[config.mk]
export PLATFORM = sky130hd
export DESIGN_NAME = jam_top
export DESIGN_NICKNAME = d
export VERILOG_FILES = /design/src/inc/jam_pkg.sv /design/src/rtl/jam_param_mem.sv /design/src/rtl/jam_top.sv
export VERILOG_INCLUDE_DIRS = /design/src /design/src/inc
export SDC_FILE = /design/constraint.sdc
export NUM_CORES = 2
export LEC_CHECK = 0
export BUFFER_PORTS_ARGS = -buffer_cell sky130_fd_sc_hd__buf_2
export CAP_MARGIN = 5
export CORE_UTILIZATION = 59
export CTS_CLUSTER_SIZE = 40
export DETAILED_ROUTE_END_ITERATION = 16
export PLACE_DENSITY = 0.78
export SETUP_SLACK_MARGIN = 0.5
export SLEW_MARGIN = 20
export SYNTH_ARGS = -nofsm -noshare
export SYNTH_HDL_FRONTEND = slang
export SYNTH_SLANG_ARGS = --single-unit
[constraint.sdc]
create_clock -name i_sys_clk -period 8.4 [get_ports i_sys_clk]
set_input_delay 0 -clock i_sys_clk [delete_from_list [all_inputs] [get_ports i_sys_clk]]
set_output_delay 0 -clock i_sys_clk [all_outputs]
set_load 0.01 [all_outputs]
[src/inc/jam_defines.svh]
// Function
// centred stick holds still, deflection moves motor
// horizontal drives channels 1,3; vertical 2,4
// enabled pair moves together, each own axis
// three joystick modes decide deflection handling
// two taught targets per channel, chosen by direction
// up or left first target, else second
// one jog step per separate deflection
// forward/reverse jog sizes limited 1 to 2000
// velocity rate scales with deflection to maximum
// signed position count; go-to within +/-100000
// go-to steps selected channel until count matches
// zero command clears count without motion
// identify flashes title for limited time
// operator selects channel before go-to
// axis enable: single, pair, or none
// dead-band around centre counts as zero
// stop exactly at target, no overshoot
`ifndef JAM_DEFINES_SVH
`define JAM_DEFINES_SVH
`define JAM_AW 8
`define JAM_CLK_HZ 33'h0_017D_7840
`define JAM_CLK_KHZ 32'h0000_61A8
`define JAM_IDENT_MS 32'h0000_0BB8
`define JAM_BLINK_BIT 22
`define JAM_OFS_CTRL 8'h00
`define JAM_OFS_CMD 8'h04
`define JAM_OFS_GOTO 8'h08
`define JAM_OFS_RATE 8'h0C
`define JAM_OFS_DBAND 8'h10
`define JAM_OFS_STATUS 8'h14
`define JAM_PARAM_SEL 2'h1
`define JAM_POS_SEL 4'h8
`define JAM_CMD_GOTO 0
`define JAM_CMD_ZERO 1
`define JAM_CMD_IDENT 2
`define JAM_FLD_FWD 2'h0
`define JAM_FLD_REV 2'h1
`define JAM_FLD_TGT1 2'h2
`define JAM_FLD_TGT2 2'h3
`define JAM_MEM_DEPTH 16
`define JAM_JOG_MIN 32'sh0000_0001
`define JAM_JOG_MAX 32'sh0000_07D0
`define JAM_TGT_MIN 32'shFFFE_7960
`define JAM_TGT_MAX 32'sh0001_86A0
`define JAM_RATE_MIN 32'h0000_0001
`define JAM_RATE_MAX 32'h000F_4240
`define JAM_RATE_RST 32'h0000_03E8
`define JAM_DBAND_RST 8'h08
`define JAM_JOG_RST 32'h0000_0064
`define JAM_MAG_SHIFT 7
`define JAM_MODE_ILLEGAL 2'h3
`define JAM_RESP_OKAY 2'h0
`define JAM_RESP_SLVERR 2'h2
`endif

[src/inc/jam_pkg.sv]
package jam_pkg;
   typedef enum logic [1:0] {JM_TARGET, JM_JOG, JM_VELOCITY} jam_joy_mode_t;
   typedef enum logic [1:0] {AX_SINGLE, AX_PAIR, AX_OFF} jam_axis_mode_t;
   typedef enum logic [1:0] {RD_IDLE, RD_MEM, RD_LOAD, RD_RESP} jam_rd_state_t;
   typedef struct packed {
      logic [1:0] sel;
      jam_axis_mode_t axis;
      jam_joy_mode_t joy;
   } jam_ctrl_t;
   typedef struct packed {
      logic go;
      logic neg;
   } jam_dir_t;
endpackage : jam_pkg

[src/rtl/jam_param_mem.sv]
`timescale 1ns/1ps
`include "jam_defines.svh"
module jam_param_mem (
   input wire logic i_sys_clk,
   input wire logic i_rst,
   input wire logic i_we,
   input wire logic [3:0] i_waddr,
   input wire logic [31:0] i_wdata,
   input wire logic [3:0] i_raddr_a,
   output logic [31:0] o_rdata_a,
   input wire logic [3:0] i_raddr_b,
   output logic [31:0] o_rdata_b
);
   logic [31:0] mem_reg [`JAM_MEM_DEPTH];

   // reset loads usable jog sizes so a fresh device never jogs by garbage
   always_ff @(posedge i_sys_clk) begin
      if (i_rst) begin
         for (int i = 0; i < `JAM_MEM_DEPTH; i++) begin
            mem_reg[i] <= (i[1] == 1'b0) ? `JAM_JOG_RST : 32'h0000_0000;
         end
      end else if (i_we) begin
         mem_reg[i_waddr] <= i_wdata;
      end
   end

   always_ff @(posedge i_sys_clk) begin
      if (i_rst) begin
         o_rdata_a <= 32'h0000_0000;
         o_rdata_b <= 32'h0000_0000;
      end else begin
         o_rdata_a <= mem_reg[i_raddr_a];
         o_rdata_b <= mem_reg[i_raddr_b];
      end
   end
endmodule : jam_param_mem

[src/rtl/jam_top.sv]
// Added by the designer: the register offsets and register access over AXI4-Lite.
`timescale 1ns/1ps
`include "jam_defines.svh"
module jam_top import jam_pkg::*; #(
   parameter logic [31:0] IDENT_CYCLES = `JAM_IDENT_MS * `JAM_CLK_KHZ
) (
   input wire logic i_sys_clk,
   input wire logic i_rst,
   input wire logic signed [7:0] i_joy_x,
   input wire logic signed [7:0] i_joy_y,
   input wire logic i_chan_sel_btn,
   input wire logic [`JAM_AW-1:0] i_s_awaddr,
   input wire logic i_s_awvalid,
   output logic o_s_awready,
   input wire logic [31:0] i_s_wdata,
   input wire logic [3:0] i_s_wstrb,
   input wire logic i_s_wvalid,
   output logic o_s_wready,
   output logic [1:0] o_s_bresp,
   output logic o_s_bvalid,
   input wire logic i_s_bready,
   input wire logic [`JAM_AW-1:0] i_s_araddr,
   input wire logic i_s_arvalid,
   output logic o_s_arready,
   output logic [31:0] o_s_rdata,
   output logic [1:0] o_s_rresp,
   output logic o_s_rvalid,
   input wire logic i_s_rready,
   output logic [3:0] o_step,
   output logic [3:0] o_dir,
   output logic [1:0] o_chan_sel,
   output logic o_title_flash
);
   jam_ctrl_t ctrl_reg;
   jam_ctrl_t ctrl_wr;
   logic [31:0] goto_reg;
   logic [31:0] rate_reg;
   logic [7:0] dband_reg;
   logic awready_reg;
   logic wready_reg;
   logic bvalid_reg;
   logic arready_reg;
   logic rvalid_reg;
   logic [1:0] bresp_reg;
   logic [1:0] rresp_reg;
   logic [31:0] rdata_reg;
   logic [`JAM_AW-1:0] awaddr_reg;
   logic [`JAM_AW-1:0] araddr_reg;
   logic [31:0] wdata_reg;
   logic [3:0] wstrb_reg;
   jam_rd_state_t rd_state_reg;
   logic wr_fire;
   logic [31:0] wr_merged;
   logic [31:0] mem_rd_a;
   logic [31:0] mem_rd_b;
   logic mem_we;
   logic goto_req_reg;
   logic zero_req_reg;
   logic ident_req_reg;
   logic [31:0] ident_cnt_reg;
   logic title_flash_reg;
   logic btn_prev_reg;
   jam_dir_t xdir_reg;
   jam_dir_t ydir_reg;
   jam_dir_t xprev_reg;
   jam_dir_t yprev_reg;
   logic [31:0] mv_acc_reg;
   logic [31:0] vx_acc_reg;
   logic [31:0] vy_acc_reg;
   logic mv_tick_reg;
   logic vx_tick_reg;
   logic vy_tick_reg;
   logic [39:0] vx_prod;
   logic [39:0] vy_prod;
   logic [31:0] vx_inc;
   logic [31:0] vy_inc;
   logic [3:0] en;
   logic [3:0] ev;
   logic [3:0] ch_go;
   logic [3:0] ch_neg;
   logic [3:0] ch_vtick;
   logic [3:0] pend_reg;
   logic [3:0] pend_neg_reg;
   logic [3:0] active_reg;
   logic [31:0] pos_reg [4];
   logic [31:0] tgt_reg [4];
   logic [1:0] scan_reg;
   logic [1:0] scan_d_reg;
   logic neg_d_reg;
   logic jog_d_reg;
   logic [1:0] scan_fld;
   logic [3:0] step_reg;
   logic [3:0] dir_reg;

   function automatic logic [31:0] merge_strb(input logic [31:0] old, input logic [31:0] nw,
                                              input logic [3:0] strb);
      logic [31:0] r;
      r = old;
      for (int b = 0; b < 4; b++) begin
         if (strb[b]) begin
            r[b*8 +: 8] = nw[b*8 +: 8];
         end
      end
      return r;
   endfunction : merge_strb

   function automatic logic in_range(input logic [31:0] v, input logic [31:0] lo,
                                     input logic [31:0] hi);
      return ($signed(v) >= $signed(lo)) && ($signed(v) <= $signed(hi));
   endfunction : in_range

   function automatic logic [7:0] joy_abs(input logic signed [7:0] v);
      return v[7] ? 8'(-v) : 8'(v);
   endfunction : joy_abs

   function automatic jam_dir_t joy_dir(input logic signed [7:0] v, input logic [7:0] db);
      jam_dir_t d;
      d.go = joy_abs(v) > db;
      d.neg = v[7];
      return d;
   endfunction : joy_dir

   // accumulator wraps at the clock rate, giving exactly inc ticks per second
   function automatic logic [32:0] nco_step(input logic [31:0] acc, input logic [31:0] inc);
      logic [32:0] s;
      s = {1'b0, acc} + {1'b0, inc};
      if (s >= `JAM_CLK_HZ) begin
         return {1'b1, 32'(s - `JAM_CLK_HZ)};
      end
      return {1'b0, s[31:0]};
   endfunction : nco_step

   function automatic logic [3:0] en_mask(input jam_ctrl_t c);
      logic [3:0] m;
      unique case (c.axis)
         AX_SINGLE: m = 4'h1 << c.sel;
         AX_PAIR: m = c.sel[1] ? 4'hC : 4'h3;
         AX_OFF: m = 4'h0;
         default: m = 4'h0;
      endcase
      return m;
   endfunction : en_mask

   function automatic logic addr_ok(input logic [`JAM_AW-1:0] a);
      return (a[7:6] == `JAM_PARAM_SEL) || (a[7:4] == `JAM_POS_SEL) ||
             (a == `JAM_OFS_CTRL) || (a == `JAM_OFS_CMD) || (a == `JAM_OFS_GOTO) ||
             (a == `JAM_OFS_RATE) || (a == `JAM_OFS_DBAND) || (a == `JAM_OFS_STATUS);
   endfunction : addr_ok

   function automatic logic [31:0] reg_value(input logic [`JAM_AW-1:0] a);
      if (a[7:6] == `JAM_PARAM_SEL) begin
         return mem_rd_a;
      end
      if (a[7:4] == `JAM_POS_SEL) begin
         return pos_reg[a[3:2]];
      end
      case (a)
         `JAM_OFS_CTRL: return 32'(ctrl_reg);
         `JAM_OFS_GOTO: return goto_reg;
         `JAM_OFS_RATE: return rate_reg;
         `JAM_OFS_DBAND: return 32'(dband_reg);
         `JAM_OFS_STATUS: return 32'({ident_cnt_reg != 32'h0000_0000, pend_reg, active_reg});
         default: return 32'h0000_0000;
      endcase
   endfunction : reg_value

   jam_param_mem u_param_mem (
      .i_sys_clk(i_sys_clk),
      .i_rst(i_rst),
      .i_we(mem_we),
      .i_waddr(awaddr_reg[5:2]),
      .i_wdata(wdata_reg),
      .i_raddr_a(araddr_reg[5:2]),
      .o_rdata_a(mem_rd_a),
      .i_raddr_b({scan_reg, scan_fld}),
      .o_rdata_b(mem_rd_b)
   );

   assign wr_fire = !awready_reg && !wready_reg && !bvalid_reg;
   assign wr_merged = merge_strb(reg_value(awaddr_reg), wdata_reg, wstrb_reg);
   assign ctrl_wr = jam_ctrl_t'(wr_merged[$bits(jam_ctrl_t)-1:0]);
   // taught targets and jog sizes are whole words; byte strobes do not apply
   assign mem_we = wr_fire && (awaddr_reg[7:6] == `JAM_PARAM_SEL) &&
                   (awaddr_reg[3] ? in_range(wdata_reg, `JAM_TGT_MIN, `JAM_TGT_MAX)
                                  : in_range(wdata_reg, `JAM_JOG_MIN, `JAM_JOG_MAX));

   always_ff @(posedge i_sys_clk) begin
      if (i_rst) begin
         awready_reg <= 1'b1;
         wready_reg <= 1'b1;
         bvalid_reg <= 1'b0;
         bresp_reg <= `JAM_RESP_OKAY;
         awaddr_reg <= '0;
         wdata_reg <= 32'h0000_0000;
         wstrb_reg <= 4'h0;
      end else begin
         if (awready_reg && i_s_awvalid) begin
            awaddr_reg <= i_s_awaddr;
            awready_reg <= 1'b0;
         end
         if (wready_reg && i_s_wvalid) begin
            wdata_reg <= i_s_wdata;
            wstrb_reg <= i_s_wstrb;
            wready_reg <= 1'b0;
         end
         if (wr_fire) begin
            bvalid_reg <= 1'b1;
            bresp_reg <= addr_ok(awaddr_reg) ? `JAM_RESP_OKAY : `JAM_RESP_SLVERR;
         end
         if (bvalid_reg && i_s_bready) begin
            bvalid_reg <= 1'b0;
            awready_reg <= 1'b1;
            wready_reg <= 1'b1;
         end
      end
   end

   always_ff @(posedge i_sys_clk) begin
      if (i_rst) begin
         rd_state_reg <= RD_IDLE;
         arready_reg <= 1'b1;
         rvalid_reg <= 1'b0;
         rdata_reg <= 32'h0000_0000;
         rresp_reg <= `JAM_RESP_OKAY;
         araddr_reg <= '0;
      end else begin
         unique case (rd_state_reg)
            RD_IDLE: begin
               if (i_s_arvalid) begin
                  araddr_reg <= i_s_araddr;
                  arready_reg <= 1'b0;
                  rd_state_reg <= RD_MEM;
               end
            end
            RD_MEM: rd_state_reg <= RD_LOAD;
            RD_LOAD: begin
               rvalid_reg <= 1'b1;
               rdata_reg <= reg_value(araddr_reg);
               rresp_reg <= addr_ok(araddr_reg) ? `JAM_RESP_OKAY : `JAM_RESP_SLVERR;
               rd_state_reg <= RD_RESP;
            end
            RD_RESP: begin
               if (i_s_rready) begin
                  rvalid_reg <= 1'b0;
                  arready_reg <= 1'b1;
                  rd_state_reg <= RD_IDLE;
               end
            end
         endcase
      end
   end

   always_ff @(posedge i_sys_clk) begin
      if (i_rst) begin
         goto_reg <= 32'h0000_0000;
         rate_reg <= `JAM_RATE_RST;
         dband_reg <= `JAM_DBAND_RST;
         goto_req_reg <= 1'b0;
         zero_req_reg <= 1'b0;
         ident_req_reg <= 1'b0;
      end else begin
         if (wr_fire && awaddr_reg == `JAM_OFS_GOTO &&
             in_range(wr_merged, `JAM_TGT_MIN, `JAM_TGT_MAX)) begin
            goto_reg <= wr_merged;
         end
         if (wr_fire && awaddr_reg == `JAM_OFS_RATE &&
             wr_merged >= `JAM_RATE_MIN && wr_merged <= `JAM_RATE_MAX) begin
            rate_reg <= wr_merged;
         end
         if (wr_fire && awaddr_reg == `JAM_OFS_DBAND) begin
            dband_reg <= wr_merged[7:0];
         end
         goto_req_reg <= wr_fire && awaddr_reg == `JAM_OFS_CMD && wr_merged[`JAM_CMD_GOTO];
         zero_req_reg <= wr_fire && awaddr_reg == `JAM_OFS_CMD && wr_merged[`JAM_CMD_ZERO];
         ident_req_reg <= wr_fire && awaddr_reg == `JAM_OFS_CMD && wr_merged[`JAM_CMD_IDENT];
      end
   end

   // a write in the same cycle as a button press takes precedence
   always_ff @(posedge i_sys_clk) begin
      if (i_rst) begin
         ctrl_reg.sel <= '0;
         ctrl_reg.axis <= AX_SINGLE;
         ctrl_reg.joy <= JM_VELOCITY;
         btn_prev_reg <= 1'b0;
      end else begin
         btn_prev_reg <= i_chan_sel_btn;
         if (i_chan_sel_btn && !btn_prev_reg) begin
            ctrl_reg.sel <= (ctrl_reg.axis == AX_PAIR) ? {~ctrl_reg.sel[1], 1'b0}
                                                       : 2'(ctrl_reg.sel + 2'h1);
         end
         if (wr_fire && awaddr_reg == `JAM_OFS_CTRL) begin
            ctrl_reg.sel <= ctrl_wr.sel;
            if (ctrl_wr.joy != jam_joy_mode_t'(`JAM_MODE_ILLEGAL)) begin
               ctrl_reg.joy <= ctrl_wr.joy;
            end
            if (ctrl_wr.axis != jam_axis_mode_t'(`JAM_MODE_ILLEGAL)) begin
               ctrl_reg.axis <= ctrl_wr.axis;
            end
         end
      end
   end

   always_ff @(posedge i_sys_clk) begin
      if (i_rst) begin
         ident_cnt_reg <= 32'h0000_0000;
         title_flash_reg <= 1'b0;
      end else begin
         if (ident_req_reg) begin
            ident_cnt_reg <= IDENT_CYCLES;
         end else if (ident_cnt_reg != 32'h0000_0000) begin
            ident_cnt_reg <= ident_cnt_reg - 32'h0000_0001;
         end
         title_flash_reg <= (ident_cnt_reg != 32'h0000_0000) && !ident_cnt_reg[`JAM_BLINK_BIT];
      end
   end

   // full deflection on the negative side lands exactly on the set maximum
   assign vx_prod = 40'(rate_reg) * 40'(joy_abs(i_joy_x));
   assign vy_prod = 40'(rate_reg) * 40'(joy_abs(i_joy_y));
   assign vx_inc = xdir_reg.go ? vx_prod[`JAM_MAG_SHIFT +: 32] : 32'h0000_0000;
   assign vy_inc = ydir_reg.go ? vy_prod[`JAM_MAG_SHIFT +: 32] : 32'h0000_0000;

   always_ff @(posedge i_sys_clk) begin
      if (i_rst) begin
         xdir_reg <= '0;
         ydir_reg <= '0;
         xprev_reg <= '0;
         yprev_reg <= '0;
         mv_acc_reg <= 32'h0000_0000;
         vx_acc_reg <= 32'h0000_0000;
         vy_acc_reg <= 32'h0000_0000;
         mv_tick_reg <= 1'b0;
         vx_tick_reg <= 1'b0;
         vy_tick_reg <= 1'b0;
      end else begin
         xdir_reg <= joy_dir(i_joy_x, dband_reg);
         ydir_reg <= joy_dir(i_joy_y, dband_reg);
         xprev_reg <= xdir_reg;
         yprev_reg <= ydir_reg;
         {mv_tick_reg, mv_acc_reg} <= nco_step(mv_acc_reg, rate_reg);
         {vx_tick_reg, vx_acc_reg} <= nco_step(vx_acc_reg, vx_inc);
         {vy_tick_reg, vy_acc_reg} <= nco_step(vy_acc_reg, vy_inc);
      end
   end

   always_comb begin
      en = en_mask(ctrl_reg);
      for (int c = 0; c < 4; c++) begin
         ch_go[c] = c[0] ? ydir_reg.go : xdir_reg.go;
         ch_neg[c] = c[0] ? ydir_reg.neg : xdir_reg.neg;
         ch_vtick[c] = c[0] ? vy_tick_reg : vx_tick_reg;
         // a new deflection or a reversal, never a held one
         ev[c] = en[c] && ch_go[c] &&
                 (c[0] ? (ydir_reg != yprev_reg) : (xdir_reg != xprev_reg));
      end
      if (ctrl_reg.joy == JM_JOG) begin
         scan_fld = pend_neg_reg[scan_reg] ? `JAM_FLD_REV : `JAM_FLD_FWD;
      end else begin
         scan_fld = (pend_neg_reg[scan_reg] ~^ scan_reg[0]) ? `JAM_FLD_TGT2
                                                            : `JAM_FLD_TGT1;
      end
   end

   // starts are served by a round-robin scan so one memory port feeds all channels
   always_ff @(posedge i_sys_clk) begin
      if (i_rst) begin
         scan_reg <= '0;
         scan_d_reg <= '0;
         neg_d_reg <= 1'b0;
         jog_d_reg <= 1'b0;
      end else begin
         scan_reg <= 2'(scan_reg + 2'h1);
         scan_d_reg <= scan_reg;
         neg_d_reg <= pend_neg_reg[scan_reg];
         jog_d_reg <= ctrl_reg.joy == JM_JOG;
      end
   end

   always_ff @(posedge i_sys_clk) begin
      if (i_rst) begin
         pend_reg <= 4'h0;
         pend_neg_reg <= 4'h0;
         active_reg <= 4'h0;
         step_reg <= 4'h0;
         dir_reg <= 4'h0;
         for (int c = 0; c < 4; c++) begin
            pos_reg[c] <= 32'h0000_0000;
            tgt_reg[c] <= 32'h0000_0000;
         end
      end else begin
         for (int c = 0; c < 4; c++) begin
            step_reg[c] <= 1'b0;
            if (active_reg[c]) begin
               if (pos_reg[c] == tgt_reg[c]) begin
                  active_reg[c] <= 1'b0;
               end else if (mv_tick_reg) begin
                  step_reg[c] <= 1'b1;
                  dir_reg[c] <= $signed(tgt_reg[c]) > $signed(pos_reg[c]);
                  pos_reg[c] <= ($signed(tgt_reg[c]) > $signed(pos_reg[c])) ?
                                pos_reg[c] + 32'h0000_0001 : pos_reg[c] - 32'h0000_0001;
               end
            end else if (ctrl_reg.joy == JM_VELOCITY && en[c] && ch_go[c] && ch_vtick[c]) begin
               step_reg[c] <= 1'b1;
               dir_reg[c] <= !ch_neg[c];
               pos_reg[c] <= ch_neg[c] ? pos_reg[c] - 32'h0000_0001 : pos_reg[c] + 32'h0000_0001;
            end
            if (pend_reg[c] && scan_d_reg == 2'(c) && pend_neg_reg[c] == neg_d_reg) begin
               pend_reg[c] <= 1'b0;
               active_reg[c] <= 1'b1;
               if (jog_d_reg) begin
                  tgt_reg[c] <= neg_d_reg ? pos_reg[c] - mem_rd_b : pos_reg[c] + mem_rd_b;
               end else begin
                  tgt_reg[c] <= mem_rd_b;
               end
            end
            if (goto_req_reg && ctrl_reg.sel == 2'(c)) begin
               tgt_reg[c] <= goto_reg;
               active_reg[c] <= 1'b1;
            end
            if (zero_req_reg && ctrl_reg.sel == 2'(c)) begin
               pos_reg[c] <= 32'h0000_0000;
               active_reg[c] <= 1'b0;
               pend_reg[c] <= 1'b0;
            end
            // a fresh deflection is kept even when a start is consumed this cycle
            if (ev[c] && ctrl_reg.joy != JM_VELOCITY) begin
               pend_reg[c] <= 1'b1;
               pend_neg_reg[c] <= ch_neg[c];
            end
         end
      end
   end

   assign o_s_awready = awready_reg;
   assign o_s_wready = wready_reg;
   assign o_s_bvalid = bvalid_reg;
   assign o_s_bresp = bresp_reg;
   assign o_s_arready = arready_reg;
   assign o_s_rvalid = rvalid_reg;
   assign o_s_rdata = rdata_reg;
   assign o_s_rresp = rresp_reg;
   assign o_step = step_reg;
   assign o_dir = dir_reg;
   assign o_chan_sel = ctrl_reg.sel;
   assign o_title_flash = title_flash_reg;
endmodule : jam_top

==> run metrics <==
Setup Skew roughly 0.065 ns; hold path cells 4; Final Max Tran Viols 0; Synth area leader edfxtp_1; total track usage roughly 42%; placed insts 12100; post-synth top area share between 20% and 30%; Clock Latency Late Sink roughly 0.84 ns; I/O pin total 128; NumNets Final 11300; fin crit share 96.3%; most common cell in the netlist nand2_1; remaining antenna violation count 0; initial antenna violation count 22; Final HPWL DP roughly 240 mm; Die X 399 um; Slew HR between 10% and 20%; Fin Hold WS around 0.060 ns; Reg power frac between 30% and 40%; Reg-to-Reg Start rate_reg[5]$_SDFFE_PP1P_; effective utilization at floorplan 59.6%; Worst R2R End vx_acc_reg[6]$_SDFF_PP0_; ys flop type edfxtp_1; Final Hold Viols 0; Reg2Reg Depth 38; Post-synth ARST share 0%; P_leak around 44 nW; Core Area about 160000 um^2; vias per cell 6.76; WL final around 350 mm; Crit Path Category reg2reg; P_int roughly 14 mW; Slowest Stage Delay on Critical Path 0.54 ns; ranking of synthesized cells by area edfxtp_1, dfxtp_1, mux4_2; worst-case clock buffer depth 3; Place WS -0.703 ns; R2R setup slack 0.31 ns; share of layout cells above drive strength 1 about 17%; CP Capture Type register; Vias approximately 85000; synth warn 0; fin cells roughly 13000; combinational fraction of design power between 30% and 40%; Final WS setup between 0.3 and 0.4 ns; HP Class in2reg; min Tclk post-route slightly above 8 ns; fillers 11500; number of flip-flops in the largest register ~510; Sw Ratio 37.3%; number of global-route vias before repair slightly above 80000; Final Setup Violations 0; Clk pin slew, worst setup/hold paths 0.06 ns; max cap viols 0; CTS tree built; Hold Path End wdata_reg[16]$_SDFFE_PP0P_; Root Buffer clkbuf_16; RSZ-0062 raised after global routing yes; critical path's most frequent cell fa_1; area of the multi-input gates 59600 um^2; first-iteration detailed-routing DRC count 12300; Tightest Pin Transition between 1 and 1.5 ns; overall power 22.1 mW; GPL Wtd Cong around 1.1; worst path required time about 9.1 ns; outcome complete, no violations; VDD IR-drop max 230 uV; clock buffer count from CTS 135; DRC Markers 0; WP data arrival slightly below 9 ns; syn_area_per_cell 9.54 um^2; first-pass GRT wire length 504 mm; HP Start i_s_wdata[16]; Psw just over 8 mW; synthesized area approximately 93000 um^2; die area approximately 160000 um^2; CP max FO 7; Post-synth EDFFs 768; GRT overflow 0; Pre-antenna DRT Iters 8; sequential share of the synthesized area roughly a third; storage element area 31300 um^2; # H-tree levels 4; CP Launch Type register; per-cell routed wire length about 28 um; synth-to-layout area growth 15.8%; CTS Sinks about 1200; PwrDens around 200 nW/um^2; clock share of power approximately 28%; Post-synth top cells nand2_1, edfxtp_1, and2_1; Die H between 300 and 400 um; cell at the slowest stage of the critical path fa_1; # rows between 100 and 150; largest net degree at the start of global routing approximately 130; Cell variety after synth 94; fmax 0.124 GHz; Yosys reg bits 1177; cells after synthesis roughly 9800; port bufs around 130
## final cells by class
| type | instances | share of cell area (%) |
|---|---|---|
| clock inverters | 63 | 0.772 |
| inverters | 625 | 2.18 |
| flip-flops and latches | 1177 | 29.0 |
| clock buffers | 186 | 3.50 |
| repair buffers | 922 | 6.89 |
| well taps | 2058 | 2.39 |
| diodes | 6 | 0.0139 |
| multi-input cells | 7507 | 55.2 |
## cells in the final DEF (no fill, tap or decap), drive strengths merged, types with 102 or more instances in the layout
cell type,count
nor3,247
mux4,335
nand2b,102
xnor2,284
o21ai,276
fa,363
nor2,699
nand3,247
buf,800
nand2,1049
conb,170
and3,115
ha,499
edfxtp,768
a21oi,550
nand4,117
dlygate4sd3,115
inv,630
and2,728
clkbuf,193
mux2i,206
dfxtp,409
a21o,166
## critical path: cells and delay by family (launching register included)
| kind | cells | cell delay, ns |
|---|---|---|
| buf+inv | 9 | 0.86 |
| compound gates | 14 | 3.05 |
| xor+xnor | 1 | 0.16 |
| fa+ha+maj | 6 | 2.50 |
| simple gates | 8 | 1.03 |
| flops | 1 | 0.38 |
## power by group through the flow
stage | Sequential (mW) | Combinational [mW] | Clock (mW)
after detailed placement | 7.28 | 8.05 | 0
after CTS | 7.16 | 8.28 | 6.13
after global placement | 7.25 | 7.86 | 0
final | 7.23 | 8.75 | 6.16
after floorplan | 7.00 | 5.53 | 0
after global routing | 7.23 | 9.45 | 6.37
## worst max path at each step
stage          depth (start not counted)                startpoint                   endpoint
6_report                              38  rate_reg[5]$_SDFFE_PP1P_   vx_acc_reg[6]$_SDFF_PP0_
5_1_grt                               35  rate_reg[5]$_SDFFE_PP1P_  vx_acc_reg[13]$_SDFF_PP0_
4_1_cts                               38  rate_reg[2]$_SDFFE_PP0P_  vx_acc_reg[13]$_SDFF_PP0_
3_5_place_dp                          38                i_joy_x[1]  vx_acc_reg[25]$_SDFF_PP0_
3_3_place_gp                          35                i_joy_x[1]  vx_acc_reg[19]$_SDFF_PP0_
2_1_floorplan                         40                i_joy_x[0]  vx_acc_reg[11]$_SDFF_PP0_
## cells by family (layout without fill, tap and decap cells)
family / Yosys count / after routing / synth area share (%)
buffers and inverters: 1250 / 1796 / 5.09
DFF: 1177 / 1177 / 33.5
xor gates and xnor gates: 379 / 379 / 3.56
other: 1 / 176 / 0.00403
muxes: 558 / 558 / 10.5
AOI/OAI and AO/OA: 1798 / 1798 / 12.7
and+or+nand+nor: 3739 / 3740 / 20.1
adders and majority gates: 862 / 862 / 14.5
## routing by layer
layer	global-route usage [%]	part of all wire, %	vias to the layer above
met3	14.6	15	1497
met2	62.6	42	6452
li1	-	-	36000
met4	23.0	6.6	16
met1	54.6	36	40800
met5	0	0.040	-
## per-stage QoR
| stage | util, % | setup TNS, ns | cell area, um^2 |
|---|---|---|---|
| 6_report | 69.0 | 0 | 108000 |
| 5_1_grt | 69.0 | 0 | 108000 |
| 4_1_cts | 68.1 | 0 | 107000 |
| 3_5_place_dp | 63.9 | -19.35 | 99900 |
| 3_3_place_gp | 63.9 | -11.95 | 99900 |
| 2_1_floorplan | - | 0 | 94300 |
## timing repair
action,CTS,global route
hold buffers,115,0
hold endpoints to repair,140,0
setup buffers,47,44
gates cloned,2,3
resized for setup,125,219
pin swaps,60,155
setup endpoints to repair,54,54
(Power assumes the default switching activity.)
